`src/verilog/acc_pkg.sv`:
```
// constants for the analog converter control block
package acc_pkg;
   localparam logic [11:0] ADDR_INPUT_SEL = 12'h000;
   localparam logic [11:0] ADDR_CTRL_STAT = 12'h004;
   localparam logic [11:0] ADDR_RES_LOW = 12'h008;
   localparam logic [11:0] ADDR_RES_HIGH = 12'h00C;
   localparam logic [11:0] ADDR_TRIG_CTRL = 12'h010;
   localparam logic [11:0] ADDR_PIN_DIS = 12'h014;
   localparam int BIT_ENABLE = 7;
   localparam int BIT_START = 6;
   localparam int BIT_AUTO = 5;
   localparam int BIT_DONE = 4;
   localparam int BIT_IRQ_EN = 3;
   localparam int BIT_LEFT = 5;
   localparam logic [7:0] RESET_BYTE = 8'h00;
   localparam logic [4:0] FIRST_CYCLES = 5'h19;
   localparam logic [4:0] NORMAL_CYCLES = 5'h0D;
   localparam logic [2:0] TRIG_FREE = 3'h0;
   typedef enum logic [1:0] {ACC_IDLE = 2'b00, ACC_BUSY = 2'b01} acc_state_t;
endpackage : acc_pkg

```
`src/verilog/acc_top.sv`:
```
// register file and sequencer of the analog converter control block
//
// Register access over APB and the placing of the registers were decided locally.
`timescale 1ns/1ps
module acc_top
(
   // clock and reset
   input wire logic mclk,
   input wire logic reset,
   // apb slave
   input wire logic psel,
   input wire logic penable,
   input wire logic pwrite,
   input wire logic [11:0] paddr,
   input wire logic [31:0] pwdata,
   output logic [31:0] prdata,
   output logic pready,
   output logic pslverr,
   // conversion core
   output logic core_start,
   output logic core_init,
   output logic [4:0] core_channel,
   output logic core_enable,
   input wire logic [9:0] core_result,
   // trigger sources, on-chip flags on mclk (index = source code)
   input wire logic [7:1] trigger_flags,
   input wire logic global_irq_enable,
   input wire logic irq_vector_ack,
   output logic conversion_irq,
   // digital pins
   input wire logic [7:0] pin_raw,
   output logic [7:0] pin_value,
   output logic [7:0] pin_buffer_off_bits
);
   ////////////////////////////////////////////////////////////////////////
   logic [7:0] input_sel_q;
   logic [7:0] ctrl_q;
   logic [7:0] trig_q;
   logic [7:0] pin_dis_q;
   logic [9:0] result_q;
   logic lock_q;
   logic first_q;
   logic busy_q;
   logic [4:0] chan_q;
   logic [6:0] div_cnt_q;
   logic [4:0] cyc_q;
   logic [4:0] cyc_len_q;
   logic trig_sel_q;
   logic [7:0] p1_q, p2_q, p3_q;
   acc_pkg::acc_state_t state_q;
   logic wr, rd, wr_ctrl, start_req, trig_now, done_ev, div_tick;
   logic [6:0] div_max;
   logic [7:0] res_hi, res_lo, rdata;

   assign wr = psel & penable & pwrite;
   assign rd = psel & penable & ~pwrite;
   assign wr_ctrl = wr && paddr == acc_pkg::ADDR_CTRL_STAT;
   // a write that enables may also start, so take the enable it carries
   logic en_now;
   assign en_now = wr_ctrl ? pwdata[acc_pkg::BIT_ENABLE] : ctrl_q[acc_pkg::BIT_ENABLE];

   // divisor as terminal count, minus one
   function automatic logic [6:0] div_code(input logic [2:0] c);
      case (c)
         3'h0, 3'h1: div_code = 7'h01;
         3'h2: div_code = 7'h03;
         3'h3: div_code = 7'h07;
         3'h4: div_code = 7'h0F;
         3'h5: div_code = 7'h1F;
         3'h6: div_code = 7'h3F;
         default: div_code = 7'h7F;
      endcase
   endfunction : div_code

   assign div_max = div_code(ctrl_q[2:0]);
   assign div_tick = div_cnt_q == div_max;
   always_ff @(posedge mclk)
   begin
      if (reset || !busy_q)
         div_cnt_q <= 7'h00;
      else
         div_cnt_q <= div_tick ? 7'h00 : div_cnt_q + 7'h01;
   end

   // selected flag, forced low for the free running code
   logic trig_sel;
   logic [7:0] flag_all;
   // code zero has no flag, so a switch to free running never makes an edge
   assign flag_all = {trigger_flags, 1'b0};
   always_comb
   begin
      trig_sel = 1'b0;
      if (trig_q[2:0] != acc_pkg::TRIG_FREE)
         trig_sel = flag_all[trig_q[2:0]];
   end
   always_ff @(posedge mclk)
   begin
      if (reset)
         trig_sel_q <= 1'b0;
      else
         trig_sel_q <= trig_sel;
   end
   // rise after a switch counts too; free run gives none
   assign trig_now = ctrl_q[acc_pkg::BIT_AUTO] && trig_sel && !trig_sel_q;

   assign done_ev = busy_q && div_tick && cyc_q == cyc_len_q - 5'h01;

   // start by write or auto trigger; free running restart is made in the sequencer
   assign start_req = en_now && !busy_q &&
      ((wr_ctrl && pwdata[acc_pkg::BIT_START]) || trig_now);

   ////////////////////////////////////////////////////////////////////////
   // sequencer
   always_ff @(posedge mclk)
   begin
      if (reset)
      begin
         state_q <= acc_pkg::ACC_IDLE;
         busy_q <= 1'b0;
         cyc_q <= 5'h00;
         cyc_len_q <= acc_pkg::NORMAL_CYCLES;
         first_q <= 1'b1;
         chan_q <= 5'h00;
         core_start <= 1'b0;
         core_init <= 1'b0;
      end
      else
      begin
         core_start <= 1'b0;
         // disable aborts and rearms the init conversion
         if (!en_now)
         begin
            state_q <= acc_pkg::ACC_IDLE;
            busy_q <= 1'b0;
            first_q <= 1'b1;
            core_init <= 1'b0;
         end
         else
         begin
            case (state_q)
               acc_pkg::ACC_IDLE:
               begin
                  if (start_req)
                  begin
                     state_q <= acc_pkg::ACC_BUSY;
                     busy_q <= 1'b1;
                     cyc_q <= 5'h00;
                     cyc_len_q <= first_q ? acc_pkg::FIRST_CYCLES : acc_pkg::NORMAL_CYCLES;
                     core_init <= first_q;
                     first_q <= 1'b0;
                     chan_q <= input_sel_q[4:0];
                     core_start <= 1'b1;
                  end
               end
               acc_pkg::ACC_BUSY:
               begin
                  if (div_tick)
                     cyc_q <= cyc_q + 5'h01;
                  if (done_ev)
                  begin
                     cyc_q <= 5'h00;
                     core_init <= 1'b0;
                     chan_q <= input_sel_q[4:0];
                     if (ctrl_q[acc_pkg::BIT_AUTO] && trig_q[2:0] == acc_pkg::TRIG_FREE)
                     begin
                        cyc_len_q <= acc_pkg::NORMAL_CYCLES;
                        core_start <= 1'b1;
                     end
                     else
                     begin
                        state_q <= acc_pkg::ACC_IDLE;
                        busy_q <= 1'b0;
                     end
                  end
               end
               default:
               begin
                  state_q <= acc_pkg::ACC_IDLE;
                  busy_q <= 1'b0;
               end
            endcase
         end
      end
   end

   // channel code passed to core; unused codes left to the core
   assign core_channel = chan_q;
   assign core_enable = ctrl_q[acc_pkg::BIT_ENABLE];

   ////////////////////////////////////////////////////////////////////////
   // registers
   always_ff @(posedge mclk)
   begin
      if (reset)
      begin
         input_sel_q <= acc_pkg::RESET_BYTE;
         trig_q <= acc_pkg::RESET_BYTE;
         pin_dis_q <= acc_pkg::RESET_BYTE;
      end
      else if (wr)
      begin
         if (paddr == acc_pkg::ADDR_INPUT_SEL)
            input_sel_q <= pwdata[7:0];
         if (paddr == acc_pkg::ADDR_TRIG_CTRL)
            trig_q <= {1'b0, pwdata[6], 3'h0, pwdata[2:0]};
         if (paddr == acc_pkg::ADDR_PIN_DIS)
            pin_dis_q <= pwdata[7:0];
      end
   end

   function automatic logic core_start_next();
      core_start_next = ctrl_q[acc_pkg::BIT_ENABLE] && ctrl_q[acc_pkg::BIT_AUTO] &&
         trig_q[2:0] == acc_pkg::TRIG_FREE;
   endfunction : core_start_next

   always_ff @(posedge mclk)
   begin
      if (reset)
         ctrl_q <= acc_pkg::RESET_BYTE;
      else
      begin
         if (wr_ctrl)
         begin
            ctrl_q[7] <= pwdata[7];
            ctrl_q[5] <= pwdata[5];
            ctrl_q[3:0] <= pwdata[3:0];
         end
         // start bit mirrors busy, zero writes ignored
         ctrl_q[acc_pkg::BIT_START] <= busy_q ? !done_ev || core_start_next() : start_req;
         // set wins over vector or write-one clear
         if (done_ev)
            ctrl_q[acc_pkg::BIT_DONE] <= 1'b1;
         else if (irq_vector_ack || (wr_ctrl && pwdata[acc_pkg::BIT_DONE]))
            ctrl_q[acc_pkg::BIT_DONE] <= 1'b0;
      end
   end

   // low byte read locks, high byte read unlocks
   always_ff @(posedge mclk)
   begin
      if (reset)
      begin
         result_q <= 10'h000;
         lock_q <= 1'b0;
      end
      else
      begin
         if (rd && paddr == acc_pkg::ADDR_RES_LOW)
            lock_q <= 1'b1;
         else if (rd && paddr == acc_pkg::ADDR_RES_HIGH)
            lock_q <= 1'b0;
         // result code kept as delivered, signed or unsigned
         if (done_ev && !lock_q)
            result_q <= core_result;
      end
   end

   // alignment; applied live at read time
   assign res_hi = input_sel_q[acc_pkg::BIT_LEFT] ? result_q[9:2] : {6'h00, result_q[9:8]};
   assign res_lo = input_sel_q[acc_pkg::BIT_LEFT] ? {result_q[1:0], 6'h00} : result_q[7:0];

   always_comb
   begin
      case (paddr)
         acc_pkg::ADDR_INPUT_SEL: rdata = input_sel_q;
         acc_pkg::ADDR_CTRL_STAT: rdata = ctrl_q;
         acc_pkg::ADDR_RES_LOW: rdata = res_lo;
         acc_pkg::ADDR_RES_HIGH: rdata = res_hi;
         acc_pkg::ADDR_TRIG_CTRL: rdata = trig_q;
         acc_pkg::ADDR_PIN_DIS: rdata = pin_dis_q;
         default: rdata = 8'h00;
      endcase
   end

   // zero wait state; unmapped reads zero with pslverr
   always_ff @(posedge mclk)
   begin
      if (reset)
      begin
         prdata <= 32'h00000000;
         pready <= 1'b0;
         pslverr <= 1'b0;
      end
      else
      begin
         pready <= psel & ~penable;
         pslverr <= psel & ~penable & (paddr > acc_pkg::ADDR_PIN_DIS || paddr[1:0] != 2'h0);
         prdata <= {24'h000000, rdata};
      end
   end

   ////////////////////////////////////////////////////////////////////////
   // pins: three-stage sync, change taken when stages two and three agree
   logic [7:0] pin_stable_q;
   always_ff @(posedge mclk)
   begin
      if (reset)
      begin
         p1_q <= 8'h00;
         p2_q <= 8'h00;
         p3_q <= 8'h00;
         pin_stable_q <= 8'h00;
      end
      else
      begin
         p1_q <= pin_raw;
         p2_q <= p1_q;
         p3_q <= p2_q;
         pin_stable_q <= (p2_q & p3_q) | (pin_stable_q & (p2_q | p3_q));
      end
   end

   always_ff @(posedge mclk)
   begin
      if (reset)
      begin
         pin_value <= 8'h00;
         pin_buffer_off_bits <= 8'h00;
         conversion_irq <= 1'b0;
      end
      else
      begin
         pin_value <= pin_stable_q & ~pin_dis_q;
         pin_buffer_off_bits <= pin_dis_q;
         conversion_irq <= ctrl_q[acc_pkg::BIT_DONE] & ctrl_q[acc_pkg::BIT_IRQ_EN] &
            global_irq_enable;
      end
   end

   ////////////////////////////////////////////////////////////////////////
   // flag, start bit, abort, lock, irq, pin, channel, trigger and restart checks
   a_done_sets_flag: assert property (@(posedge mclk) disable iff (reset)
      done_ev |=> ctrl_q[acc_pkg::BIT_DONE]) else $error("done flag not set");
   a_start_tracks_busy: assert property (@(posedge mclk) disable iff (reset)
      busy_q |-> ctrl_q[acc_pkg::BIT_START]) else $error("start bit low while busy");
   a_disable_aborts: assert property (@(posedge mclk) disable iff (reset)
      !en_now |=> !busy_q) else $error("busy while disabled");
   a_lock_holds_result: assert property (@(posedge mclk) disable iff (reset)
      lock_q |=> $stable(result_q)) else $error("result changed while locked");
   a_irq_gating: assert property (@(posedge mclk) disable iff (reset)
      conversion_irq |-> $past(ctrl_q[acc_pkg::BIT_DONE] & ctrl_q[acc_pkg::BIT_IRQ_EN] &
      global_irq_enable)) else $error("irq without cause");
   a_pin_masked: assert property (@(posedge mclk) disable iff (reset)
      |$past(pin_dis_q) |-> (pin_value & $past(pin_dis_q)) == 8'h00)
      else $error("disabled pin not zero");
   a_channel_stable: assert property (@(posedge mclk) disable iff (reset)
      busy_q && $past(busy_q) && !$past(done_ev) |-> $stable(chan_q))
      else $error("channel moved");
   a_reserved_zero: assert property (@(posedge mclk) disable iff (reset)
      trig_q[7] == 1'b0) else $error("reserved bit set");
   a_first_long: assert property (@(posedge mclk) disable iff (reset)
      core_start && core_init |=> cyc_len_q == acc_pkg::FIRST_CYCLES)
      else $error("first conversion not long");
   a_end_together: assert property (@(posedge mclk) disable iff (reset)
      done_ev && !core_start_next() |=> !busy_q && !ctrl_q[acc_pkg::BIT_START] &&
      ctrl_q[acc_pkg::BIT_DONE]) else $error("end of conversion not aligned");
   a_result_update: assert property (@(posedge mclk) disable iff (reset)
      done_ev && !lock_q |=> result_q == $past(core_result))
      else $error("result not updated");
   a_trigger_starts: assert property (@(posedge mclk) disable iff (reset)
      trig_now && en_now && !busy_q |=> core_start && busy_q)
      else $error("trigger edge ignored");
   a_free_restart: assert property (@(posedge mclk) disable iff (reset)
      done_ev && en_now && core_start_next() |=> core_start && busy_q)
      else $error("free running did not restart");
endmodule : acc_top
```
`config.mk`:
```
export PLATFORM = sky130hd
export DESIGN_NAME = acc_top
export DESIGN_NICKNAME = d
export VERILOG_FILES = /design/src/verilog/acc_pkg.sv /design/src/verilog/acc_top.sv
export SDC_FILE = /design/constraint.sdc
export NUM_CORES = 1
export LEC_CHECK = 0
export BUFFER_PORTS_ARGS = -buffer_cell sky130_fd_sc_hd__buf_2
export CAP_MARGIN = 25
export CORE_AREA = 2 2 107 109
export DETAILED_ROUTE_END_ITERATION = 10
export DIE_AREA = 0 0 109 111
export HOLD_SLACK_MARGIN = 0.1
export MAX_ROUTING_LAYER = met4
export PLACE_DENSITY = 0.75
export SLEW_MARGIN = 20
export SYNTH_ARGS = -nofsm -noshare
export SYNTH_HDL_FRONTEND = slang
export SYNTH_SLANG_ARGS = --single-unit
```
`constraint.sdc`:
```
create_clock -name mclk -period 2.2 [get_ports mclk]
set_clock_uncertainty 0.2 [all_clocks]
set_input_delay 0.11 -clock mclk [delete_from_list [all_inputs] [get_ports mclk]]
set_output_delay 0.11 -clock mclk [all_outputs]
set_load 0.02 [all_outputs]
```
==> results of run 1 <==
worst max-delay path, stage by stage (launching register included):
cell	delay [ps]
sky130_fd_sc_hd__dfxtp_2	340
sky130_fd_sc_hd__or4_4	530
sky130_fd_sc_hd__o21ai_4	90
sky130_fd_sc_hd__a31oi_4	120
sky130_fd_sc_hd__or3b_4	440
sky130_fd_sc_hd__a21oi_4	280
sky130_fd_sc_hd__mux2i_1	230
cells by family (layout without fill, tap and decap cells):
| family | count (synthesis) | count (layout) |
|---|---|---|
| multiplexers | 31 | 31 |
| AO/OA/AOI/OAI | 98 | 98 |
| buffers and inverters | 59 | 214 |
| other | 1 | 24 |
| adder cells (fa/ha/maj) | 3 | 3 |
| XOR/XNOR | 8 | 8 |
| flip-flops | 122 | 122 |
| AND/OR/NAND/NOR | 214 | 214 |
what timing repair did:
item | in CTS | in global routing
setup buffers | 0 | 1
gates resized for setup | 10 | 14
setup endpoints to repair | 25 | 28
hold buffers | 41 | 0
hold endpoints to repair | 54 | 0
pin swaps | 6 | 6
layer usage:
metal	vias up	GRT usage [%]	wire length (um)
li1	2157	-	-
met1	2113	27.1	5490
met2	177	36.8	6600
met3	37	6.00	871
met4	0	12.0	462
met5	-	-	0
stage by stage:
stage          area, um2  std cells  worst slack (ps)
5_1_grt             6950        857              -193
3_3_place_gp        5780        784              -176
4_1_cts             6890        857              -157
2_1_floorplan       5120        559              -169
6_report            6950        857              -106
3_5_place_dp        5780        784              -214
state kept, by name, summed over array words and instances (netlist names), 2 cells and up:
register and count:
result_q 10, ctrl_q 8, input_sel_q 8, p1_q 8, p2_q 8, p3_q 8, pin_buffer_off_bits 8, pin_dis_q 8
pin_stable_q 8, pin_value 8, prdata 8, div_cnt_q 7, core_channel 5, cyc_q 5, trig_q 4, cyc_len_q 2
cell type report:
class	count	area, um2
Inverter	9	33.8
Sequential cell	122	2450
Clock buffer	19	453
Multi-Input combinational cell	378	2440
Clock inverter	13	213
Fill cell	880	4120
Timing Repair Buffer	173	1190
Tap cell	143	179
synthesized netlist by cell type (all sizes together) (3+ instances only):
master	count	area (um2)
a31oi	7	50.1
ha	3	37.5
xor2	4	35.0
clkbuf	21	78.8
xnor2	4	35.0
o21ai	22	114
a22o	3	26.3
nand2	57	214
a21oi	33	176
nand2b	11	68.8
and2	4	25.0
buf	29	220
nand3b	3	22.5
nor3	11	55.1
nand4	3	18.8
dfxtp	122	2440
nor2	37	139
nand3	20	100
mux2	3	33.8
a222oi	7	70.1
nor2b	36	225
and3	6	37.5
nor4	4	25.0
a2111oi	3	63.8
nor3b	11	82.6
inv	9	33.8
mux2i	28	280
a21o	5	37.5
worst max-delay path by stage:
stage                      endpoint  slack (ps)  depth (start not counted)
detailed placement      result_q[2]        -210                          7
finish              core_channel[1]        -110                          6
CTS                 core_channel[1]        -160                          6
global placement        result_q[5]        -180                          7
global route        core_channel[1]        -190                          7
floorplan                 core_init        -170                          8
power by group through the flow:
stage	registers (mW)	logic, mW	clock network (mW)
global placement	2.28	0.182	0
global route	2.24	0.261	3.23
finish	2.24	0.242	3.12
floorplan	2.29	0.139	0
CTS	2.24	0.237	3.14
detailed placement	2.29	0.185	0
==> impl_metrics.prom, run 1 <==
# TYPE chip_impl_metric gauge
chip_impl_info{name="status",value="finished with violations"} 1
chip_impl_info{name="failed_checks",value="negative setup slack"} 1
chip_impl_metric{name="core_area",unit="um2"} 11100
chip_impl_info{name="worst_setup_path_startpoint",value="ctrl_q[1]"} 1
chip_impl_metric{name="chipHeight",unit="um"} 111
chip_impl_metric{name="clock_path_buffers",unit=""} 2
chip_impl_info{name="crit_path_start_kind",value="flop"} 1
chip_impl_metric{name="timing.max_cap.violations",unit=""} 0
chip_impl_metric{name="final_worst_hold_slack",unit="ps"} 123
chip_impl_metric{name="share_seq_of_total_power",unit="%"} 39.9
chip_impl_metric{name="clkTransAtPathRegs",unit="ps"} 60
chip_impl_metric{name="full_die_area",unit="um2"} 12100
chip_impl_metric{name="route.detailed.wl_per_inst",unit="um"} 15.7
chip_impl_metric{name="finalHoldViolations",unit=""} 0
chip_impl_metric{name="layout-area-overhead-vs-synth",unit="%"} 38.7
chip_impl_metric{name="timing_max_transition_violations_final",unit=""} 0
chip_impl_metric{name="critical_path_required",unit="ps"} 2350
chip_impl_metric{name="arrival",unit="ps"} 2460
chip_impl_metric{name="layout_min_cycle_time",unit="ps"} 2310
chip_impl_metric{name="fin_crit_sh",unit="%"} 105
chip_impl_metric{name="share_comb_of_total_power",unit="%"} 4.3
chip_impl_metric{name="max_slew_margin",unit="%"} 43.1
chip_impl_metric{name="p_int",unit="mW"} 4.42
chip_impl_metric{name="std_cell_rows",unit=""} 39
chip_impl_metric{name="worstHoldPathCells",unit=""} 5
chip_impl_info{name="worstHoldEndpoint",value="pslverr"} 1
chip_impl_metric{name="clock_latency",unit="ps"} 420
chip_impl_info{name="hold_path_startpoint",value="paddr[10]"} 1
chip_impl_metric{name="clock-sinks",unit=""} 122
chip_impl_metric{name="first_global_vias",unit=""} 4387
chip_impl_info{name="r2r_end",value="core_channel[1]"} 1
chip_impl_metric{name="seq_area_frac_synth",unit="%"} 48.7
chip_impl_metric{name="layout-drive-gt1-share",unit="%"} 27.3
chip_impl_metric{name="fin_ws",unit="ps"} -106
chip_impl_metric{name="switching_share",unit="%"} 21.1
chip_impl_metric{name="grt_start_max_net_pins",unit=""} 92
chip_impl_metric{name="max-vdd-ir-drop",unit="mV"} 0.515
chip_impl_metric{name="nNetsFinal",unit=""} 780
chip_impl_info{name="most-common-layout-cells",value="sky130_fd_sc_hd__dfxtp_1 (118), sky130_fd_sc_hd__buf_2 (85), sky130_fd_sc_hd__nand2_1 (57)"} 1
chip_impl_metric{name="total_global_routing_overflow",unit=""} 0
chip_impl_info{name="tritoncts_clock_tree",value="done"} 1
chip_impl_metric{name="finish.utilization",unit="%"} 62.8
chip_impl_metric{name="drt_pre_antenna_iters",unit=""} 5
chip_impl_metric{name="post_drt_via_cell_ratio",unit=""} 5.23
chip_impl_metric{name="grt_util_all_layers",unit="%"} 23.3
chip_impl_metric{name="gp_congestion",unit=""} 0.952
chip_impl_metric{name="drc_errors",unit=""} 0
chip_impl_metric{name="ratio_of_total_power_to_cell_area",unit="nW/um2"} 806
chip_impl_info{name="hold_path_class",value="in2reg"} 1
chip_impl_metric{name="netlist_instances",unit=""} 536
chip_impl_info{name="startpoint_to_endpoint_class_of_the_critical_path",value="reg2reg"} 1
chip_impl_metric{name="drt_wl_total",unit="mm"} 13.4
chip_impl_metric{name="synth_warnings",unit=""} 0
chip_impl_info{name="mostFrequentLayoutCell",value="sky130_fd_sc_hd__dfxtp_1"} 1
chip_impl_metric{name="antenna_violations_before_repair",unit=""} 0
chip_impl_metric{name="synthXorXnorAreaFrac",unit="%"} 1.40
chip_impl_metric{name="achievable-frequency",unit="GHz"} 0.434
chip_impl_metric{name="synth.distinct_cells",unit=""} 60
chip_impl_metric{name="fraction_of_registers_with_async_set_or_reset_after_synthesis",unit="%"} 0
chip_impl_metric{name="avgSynthCellArea",unit="um2"} 9.35
chip_impl_metric{name="design.portCount",unit=""} 135
chip_impl_metric{name="total_leakage_power",unit="nW"} 2.94
chip_impl_metric{name="synth-adder-area-share",unit="%"} 0.749
chip_impl_info{name="grt_setup_unrepaired",value="true"} 1
chip_impl_metric{name="max_slew.worst_pin.slew",unit="ps"} 854
chip_impl_metric{name="report.power.total",unit="mW"} 5.60
chip_impl_metric{name="synthSimpleGateAreaFrac",unit="%"} 22.3
chip_impl_metric{name="place.port_buffers",unit=""} 86
chip_impl_metric{name="ys_ff_latch",unit=""} 122
chip_impl_metric{name="critical_path.max_fanout",unit=""} 5
chip_impl_metric{name="die_w",unit="um"} 109
chip_impl_metric{name="iteration_0_drc_markers",unit=""} 313
chip_impl_metric{name="antenna_violating_nets_post_route",unit=""} 0
chip_impl_metric{name="synth.cell_area",unit="um2"} 5010
chip_impl_metric{name="numCtsBuffers",unit=""} 17
chip_impl_metric{name="total_number_of_vias",unit=""} 4484
chip_impl_metric{name="power.share.clock",unit="%"} 55.7
chip_impl_metric{name="detailed_placement_hpwl",unit="mm"} 8.92
chip_impl_metric{name="synthesized_area_fraction_occupied_by_ao_oa_aoi_and_oai_cells",unit="%"} 13.8
chip_impl_metric{name="starting_density_of_the_core",unit="%"} 45.3
chip_impl_metric{name="timing.reg2reg.worst_path_depth",unit=""} 6
chip_impl_metric{name="net_load_switching_power",unit="mW"} 1.18
chip_impl_info{name="endpoint_kind",value="flop"} 1
chip_impl_info{name="synth_top_family_by_area",value="simple AND/OR/NAND/NOR gates"} 1
chip_impl_metric{name="ff_to_ff_setup_slack",unit="ps"} -110
chip_impl_metric{name="muxShareOfSynthArea",unit="%"} 6.27
chip_impl_info{name="synth_flop_cell",value="sky130_fd_sc_hd__dfxtp_1"} 1
chip_impl_metric{name="ctsHtreeMaxLevel",unit=""} 4
chip_impl_metric{name="antennaDiodeCount",unit=""} 0
chip_impl_metric{name="final.setup.tns",unit="ps"} -1560
chip_impl_metric{name="synth-edff-count",unit=""} 0
chip_impl_metric{name="grt_pass1_wl",unit="mm"} 21.2
chip_impl_metric{name="setup_violations",unit=""} 23
chip_impl_info{name="cts.root.buffer_cell",value="sky130_fd_sc_hd__clkbuf_16"} 1
chip_impl_info{name="reg2reg_from",value="ctrl_q[1]"} 1
No activity file was read; power rests on OpenSTA's default activity.
==> inputs of run 2 (changes only) <==
--- a/config.mk
+++ b/config.mk
@@ -5,14 +5,16 @@
 export SDC_FILE = /design/constraint.sdc
 export NUM_CORES = 1
 export LEC_CHECK = 0
+export ABC_AREA = 1
 export BUFFER_PORTS_ARGS = -buffer_cell sky130_fd_sc_hd__buf_2
 export CAP_MARGIN = 25
 export CORE_AREA = 2 2 107 109
+export CTS_BUF_LIST = sky130_fd_sc_hd__clkbuf_16
 export DETAILED_ROUTE_END_ITERATION = 10
 export DIE_AREA = 0 0 109 111
 export HOLD_SLACK_MARGIN = 0.1
 export MAX_ROUTING_LAYER = met4
-export PLACE_DENSITY = 0.75
+export PLACE_DENSITY = 0.77
 export SLEW_MARGIN = 20
 export SYNTH_ARGS = -nofsm -noshare
 export SYNTH_HDL_FRONTEND = slang
==> run 2 against run 1 <==
The run now ends clean. Synthesized area grew 3.3%. Die area stayed put. Setup slack gained 180 ps. Final area fell by 2.7%. Combinational power is 5% higher. Worst hold slack worse by 1.3 ps. Non-clock buffer count fell by 28. Global-route usage is 0.70 points lower. First-iteration DRC count up 8.6%. Highest routed layer unchanged. Fmax up 8.7%.
==> impl_metrics.prom, run 2 <==
# TYPE chip_impl_metric gauge
chip_impl_info{name="status",value="completed"} 1
chip_impl_info{name="tritoncts_clock_tree",value="done"} 1
chip_impl_info{name="cell_types_with_the_highest_counts_after_synthesis",value="sky130_fd_sc_hd__dfxtp_1 (122), sky130_fd_sc_hd__nand2_1 (122), sky130_fd_sc_hd__nor2_1 (103)"} 1
chip_impl_metric{name="antenna_violating_nets_post_route",unit=""} 0
chip_impl_metric{name="layout-drive-gt1-share",unit="%"} 19.1
chip_impl_info{name="most-common-layout-cells",value="sky130_fd_sc_hd__nand2_1 (121), sky130_fd_sc_hd__dfxtp_1 (121), sky130_fd_sc_hd__nor2_1 (102)"} 1
chip_impl_metric{name="critical-path-max-stage-delay",unit="ps"} 600
chip_impl_metric{name="core_area",unit="um2"} 11100
chip_impl_metric{name="place.port_buffers",unit=""} 86
chip_impl_metric{name="netlist_instances",unit=""} 691
chip_impl_metric{name="total_number_of_vias",unit=""} 4801
chip_impl_metric{name="route.detailed.wl_per_inst",unit="um"} 12.8
chip_impl_metric{name="synth_warnings",unit=""} 0
chip_impl_metric{name="net_load_switching_power",unit="mW"} 1.14
chip_impl_info{name="worst_setup_path_startpoint",value="paddr[4]"} 1
chip_impl_metric{name="power.share.clock",unit="%"} 52.4
chip_impl_metric{name="ff_to_ff_setup_slack",unit="ps"} 180
chip_impl_metric{name="synth-edff-count",unit=""} 0
chip_impl_metric{name="arrival",unit="ps"} 2280
chip_impl_metric{name="die_w",unit="um"} 109
chip_impl_metric{name="ctsHtreeMaxLevel",unit=""} 4
chip_impl_metric{name="clock-sinks",unit=""} 122
chip_impl_metric{name="achievable-frequency",unit="GHz"} 0.471
chip_impl_metric{name="timing.max_cap.violations",unit=""} 0
chip_impl_info{name="startpoint_to_endpoint_class_of_the_critical_path",value="in2reg"} 1
chip_impl_metric{name="switching_share",unit="%"} 21.8
chip_impl_info{name="yosysTopAreaCell",value="sky130_fd_sc_hd__dfxtp_1"} 1
chip_impl_info{name="endpoint_kind",value="flop"} 1
chip_impl_info{name="crit_path_slowest_cell",value="sky130_fd_sc_hd__dlygate4sd3_1"} 1
chip_impl_metric{name="setup_violations",unit=""} 0
chip_impl_metric{name="report.power.total",unit="mW"} 5.24
chip_impl_info{name="hold_path_class",value="in2reg"} 1
chip_impl_metric{name="synth.cell_area",unit="um2"} 5180
chip_impl_metric{name="antenna_violations_before_repair",unit=""} 0
chip_impl_info{name="top_register",value="result_q"} 1
chip_impl_metric{name="post_drt_via_cell_ratio",unit=""} 4.85
chip_impl_metric{name="synth_top_cell_area_share",unit="%"} 47.2
chip_impl_metric{name="grt_start_max_net_pins",unit=""} 60
chip_impl_metric{name="nNetsFinal",unit=""} 913
chip_impl_metric{name="final_worst_hold_slack",unit="ps"} 121
chip_impl_metric{name="first_global_vias",unit=""} 4547
chip_impl_metric{name="avgSynthCellArea",unit="um2"} 7.49
chip_impl_info{name="cts.root.buffer_cell",value="sky130_fd_sc_hd__clkbuf_16"} 1
chip_impl_metric{name="detailed_placement_hpwl",unit="mm"} 8.22
chip_impl_metric{name="max-vdd-ir-drop",unit="mV"} 0.656
chip_impl_info{name="synth_flop_cell",value="sky130_fd_sc_hd__dfxtp_1"} 1
chip_impl_metric{name="seq_area_frac_synth",unit="%"} 47.2
chip_impl_info{name="critical_path.most_common_cell",value="sky130_fd_sc_hd__nand2_1"} 1
chip_impl_metric{name="gp_congestion",unit=""} 0.912
chip_impl_metric{name="clock_path_buffers",unit=""} 2
chip_impl_metric{name="full_die_area",unit="um2"} 12100
chip_impl_metric{name="drc_errors",unit=""} 0
chip_impl_metric{name="p_int",unit="mW"} 4.10
chip_impl_info{name="reg2reg_from",value="ctrl_q[1]"} 1
chip_impl_metric{name="share_comb_of_total_power",unit="%"} 4.9
chip_impl_metric{name="layout_min_cycle_time",unit="ps"} 2120
chip_impl_metric{name="timing_max_transition_violations_final",unit=""} 0
chip_impl_metric{name="starting_density_of_the_core",unit="%"} 46.7
chip_impl_info{name="r2r_end",value="core_channel[4]"} 1
chip_impl_metric{name="fraction_of_registers_with_async_set_or_reset_after_synthesis",unit="%"} 0
chip_impl_metric{name="antennaDiodeCount",unit=""} 0
chip_impl_info{name="grt_setup_unrepaired",value="false"} 1
chip_impl_metric{name="drt_pre_antenna_iters",unit=""} 5
chip_impl_metric{name="numCtsBuffers",unit=""} 17
chip_impl_info{name="crit_path_start_kind",value="input pin"} 1
chip_impl_metric{name="max_slew_margin",unit="%"} 59.7
chip_impl_metric{name="finalHoldViolations",unit=""} 0
chip_impl_metric{name="fin_crit_sh",unit="%"} 96.4
chip_impl_metric{name="timing.reg2reg.worst_path_depth",unit=""} 9
chip_impl_info{name="netlist_top_cells_area",value="sky130_fd_sc_hd__dfxtp_1 (47%), sky130_fd_sc_hd__nand2_1 (8.8%), sky130_fd_sc_hd__nor2_1 (7.5%)"} 1
chip_impl_metric{name="max_slew.worst_pin.slew",unit="ps"} 605
chip_impl_metric{name="largest_register_ff_count",unit=""} 10
chip_impl_metric{name="grt_util_all_layers",unit="%"} 22.6
chip_impl_metric{name="clkTransAtPathRegs",unit="ps"} 60
chip_impl_metric{name="chipHeight",unit="um"} 111
chip_impl_metric{name="layout-area-overhead-vs-synth",unit="%"} 30.6
chip_impl_metric{name="total_global_routing_overflow",unit=""} 0
chip_impl_metric{name="clock_latency",unit="ps"} 410
chip_impl_metric{name="ratio_of_total_power_to_cell_area",unit="nW/um2"} 775
chip_impl_metric{name="critical_path.max_fanout",unit=""} 5
chip_impl_metric{name="synth.distinct_cells",unit=""} 39
chip_impl_metric{name="critical_path_required",unit="ps"} 2360
chip_impl_metric{name="share_seq_of_total_power",unit="%"} 42.7
chip_impl_info{name="worstPathCellList",value="dlygate4sd3_1 > buf_2 > nor2_1 > nand2_1 > nor2_2 > nand3_1 > nand2_1 > nand2_1 > nor2_1 > dlygate4sd3_1"} 1
chip_impl_metric{name="design.portCount",unit=""} 135
chip_impl_metric{name="drt_wl_total",unit="mm"} 12.7
chip_impl_metric{name="iteration_0_drc_markers",unit=""} 340
chip_impl_metric{name="grt_pass1_wl",unit="mm"} 20.8
chip_impl_info{name="setup.worst_path.end",value="ctrl_q[7]"} 1
chip_impl_metric{name="final.setup.tns",unit="ps"} 0
chip_impl_metric{name="ys_ff_latch",unit=""} 122
chip_impl_metric{name="total_leakage_power",unit="nW"} 3.03
chip_impl_metric{name="std_cell_rows",unit=""} 39
chip_impl_metric{name="worstHoldPathCells",unit=""} 5
-- run 2: cell count changes after synthesis, moves of 11 or more --
cell and delta:
sky130_fd_sc_hd__a21oi_1 +22, sky130_fd_sc_hd__nand3_1 +24, sky130_fd_sc_hd__nor2_1 +66, sky130_fd_sc_hd__nand2_1 +65, sky130_fd_sc_hd__o21ai_1 +17, sky130_fd_sc_hd__nand2b_1 -11, sky130_fd_sc_hd__mux2i_1 -28, sky130_fd_sc_hd__nor2b_1 -36
sky130_fd_sc_hd__inv_1 +74
-- run 2: logic make-up (layout without fill, tap and decap cells) --
group,count (synthesis),in the layout,share of synthesized area (%)
AOI/OAI and AO/OA,115,115,11.8
xor gates and xnor gates,9,9,1.67
adders and majority gates,3,3,0.725
buffers and inverters,136,268,11.9
DFF,122,122,47.2
other,1,24,0.0724
and+or+nand+nor,305,305,26.6
-- run 2: layout make-up --
class,instances,area (um2)
Clock buffer,17,425
Multi-Input combinational cell,456,2210
Tap cell,143,179
Fill cell,907,4310
Timing Repair Buffer,145,1000
Inverter,92,345
Clock inverter,14,156
Sequential cell,122,2440
-- run 2: power by group through the flow --
| stage | clock [mW] | combinational [mW] | sequential (mW) |
|---|---|---|---|
| 3_5_place_dp | 0 | 0.187 | 2.29 |
| 4_1_cts | 2.77 | 0.248 | 2.24 |
| 2_1_floorplan | 0 | 0.144 | 2.29 |
| 6_report | 2.75 | 0.254 | 2.24 |
| 5_1_grt | 2.87 | 0.279 | 2.24 |
| 3_3_place_gp | 0 | 0.186 | 2.28 |
-- run 2: worst min path at each step --
stage                          start  slack (ps)   endpoint
after floorplan              penable         -10     pready
after global placement    pin_raw[3]         110    p1_q[3]
after detailed placement  pin_raw[0]         110    p1_q[0]
after CTS                   paddr[1]         110  trig_q[1]
after global routing            psel         160  ctrl_q[0]
final                           psel         120  ctrl_q[2]
-- run 2: critical path: cells and delay by family --
| kind | cells | cell delay (ps) |
|---|---|---|
| AND/OR/NAND/NOR | 7 | 840 |
| buffers and inverters | 3 | 1320 |
-- run 2: what timing repair did --
| action | 4_1_cts | 5_1_grt |
|---|---|---|
| hold endpoints to repair | 63 | 0 |
| buffers inserted | 0 | 2 |
| gates resized for setup | 0 | 5 |
| setup endpoints to repair | 0 | 13 |
| hold buffers | 50 | 0 |
-- run 2: through the flow --
step           std cells  instance area (um2)  util (%)  setup WS (ps)
2_1_floorplan        714                 5260         -            480
6_report             989                 6760      61.1           78.1
5_1_grt              989                 6760      61.1         0.0531
3_3_place_gp         906                 5650      51.0            202
3_5_place_dp         906                 5650      51.0            170
4_1_cts              987                 6740      60.8           29.2
-- run 2: layer usage --
layer | share of wire (%) | wire, um | vias to the layer above | track usage, %
met3 | 5.7 | 730 | 31 | 5.94
met1 | 43 | 5500 | 2157 | 26.0
met2 | 48 | 6100 | 194 | 36.9
met5 | 0 | 0 | - | -
met4 | 3.0 | 378 | 0 | 9.57
li1 | - | - | 2419 | -
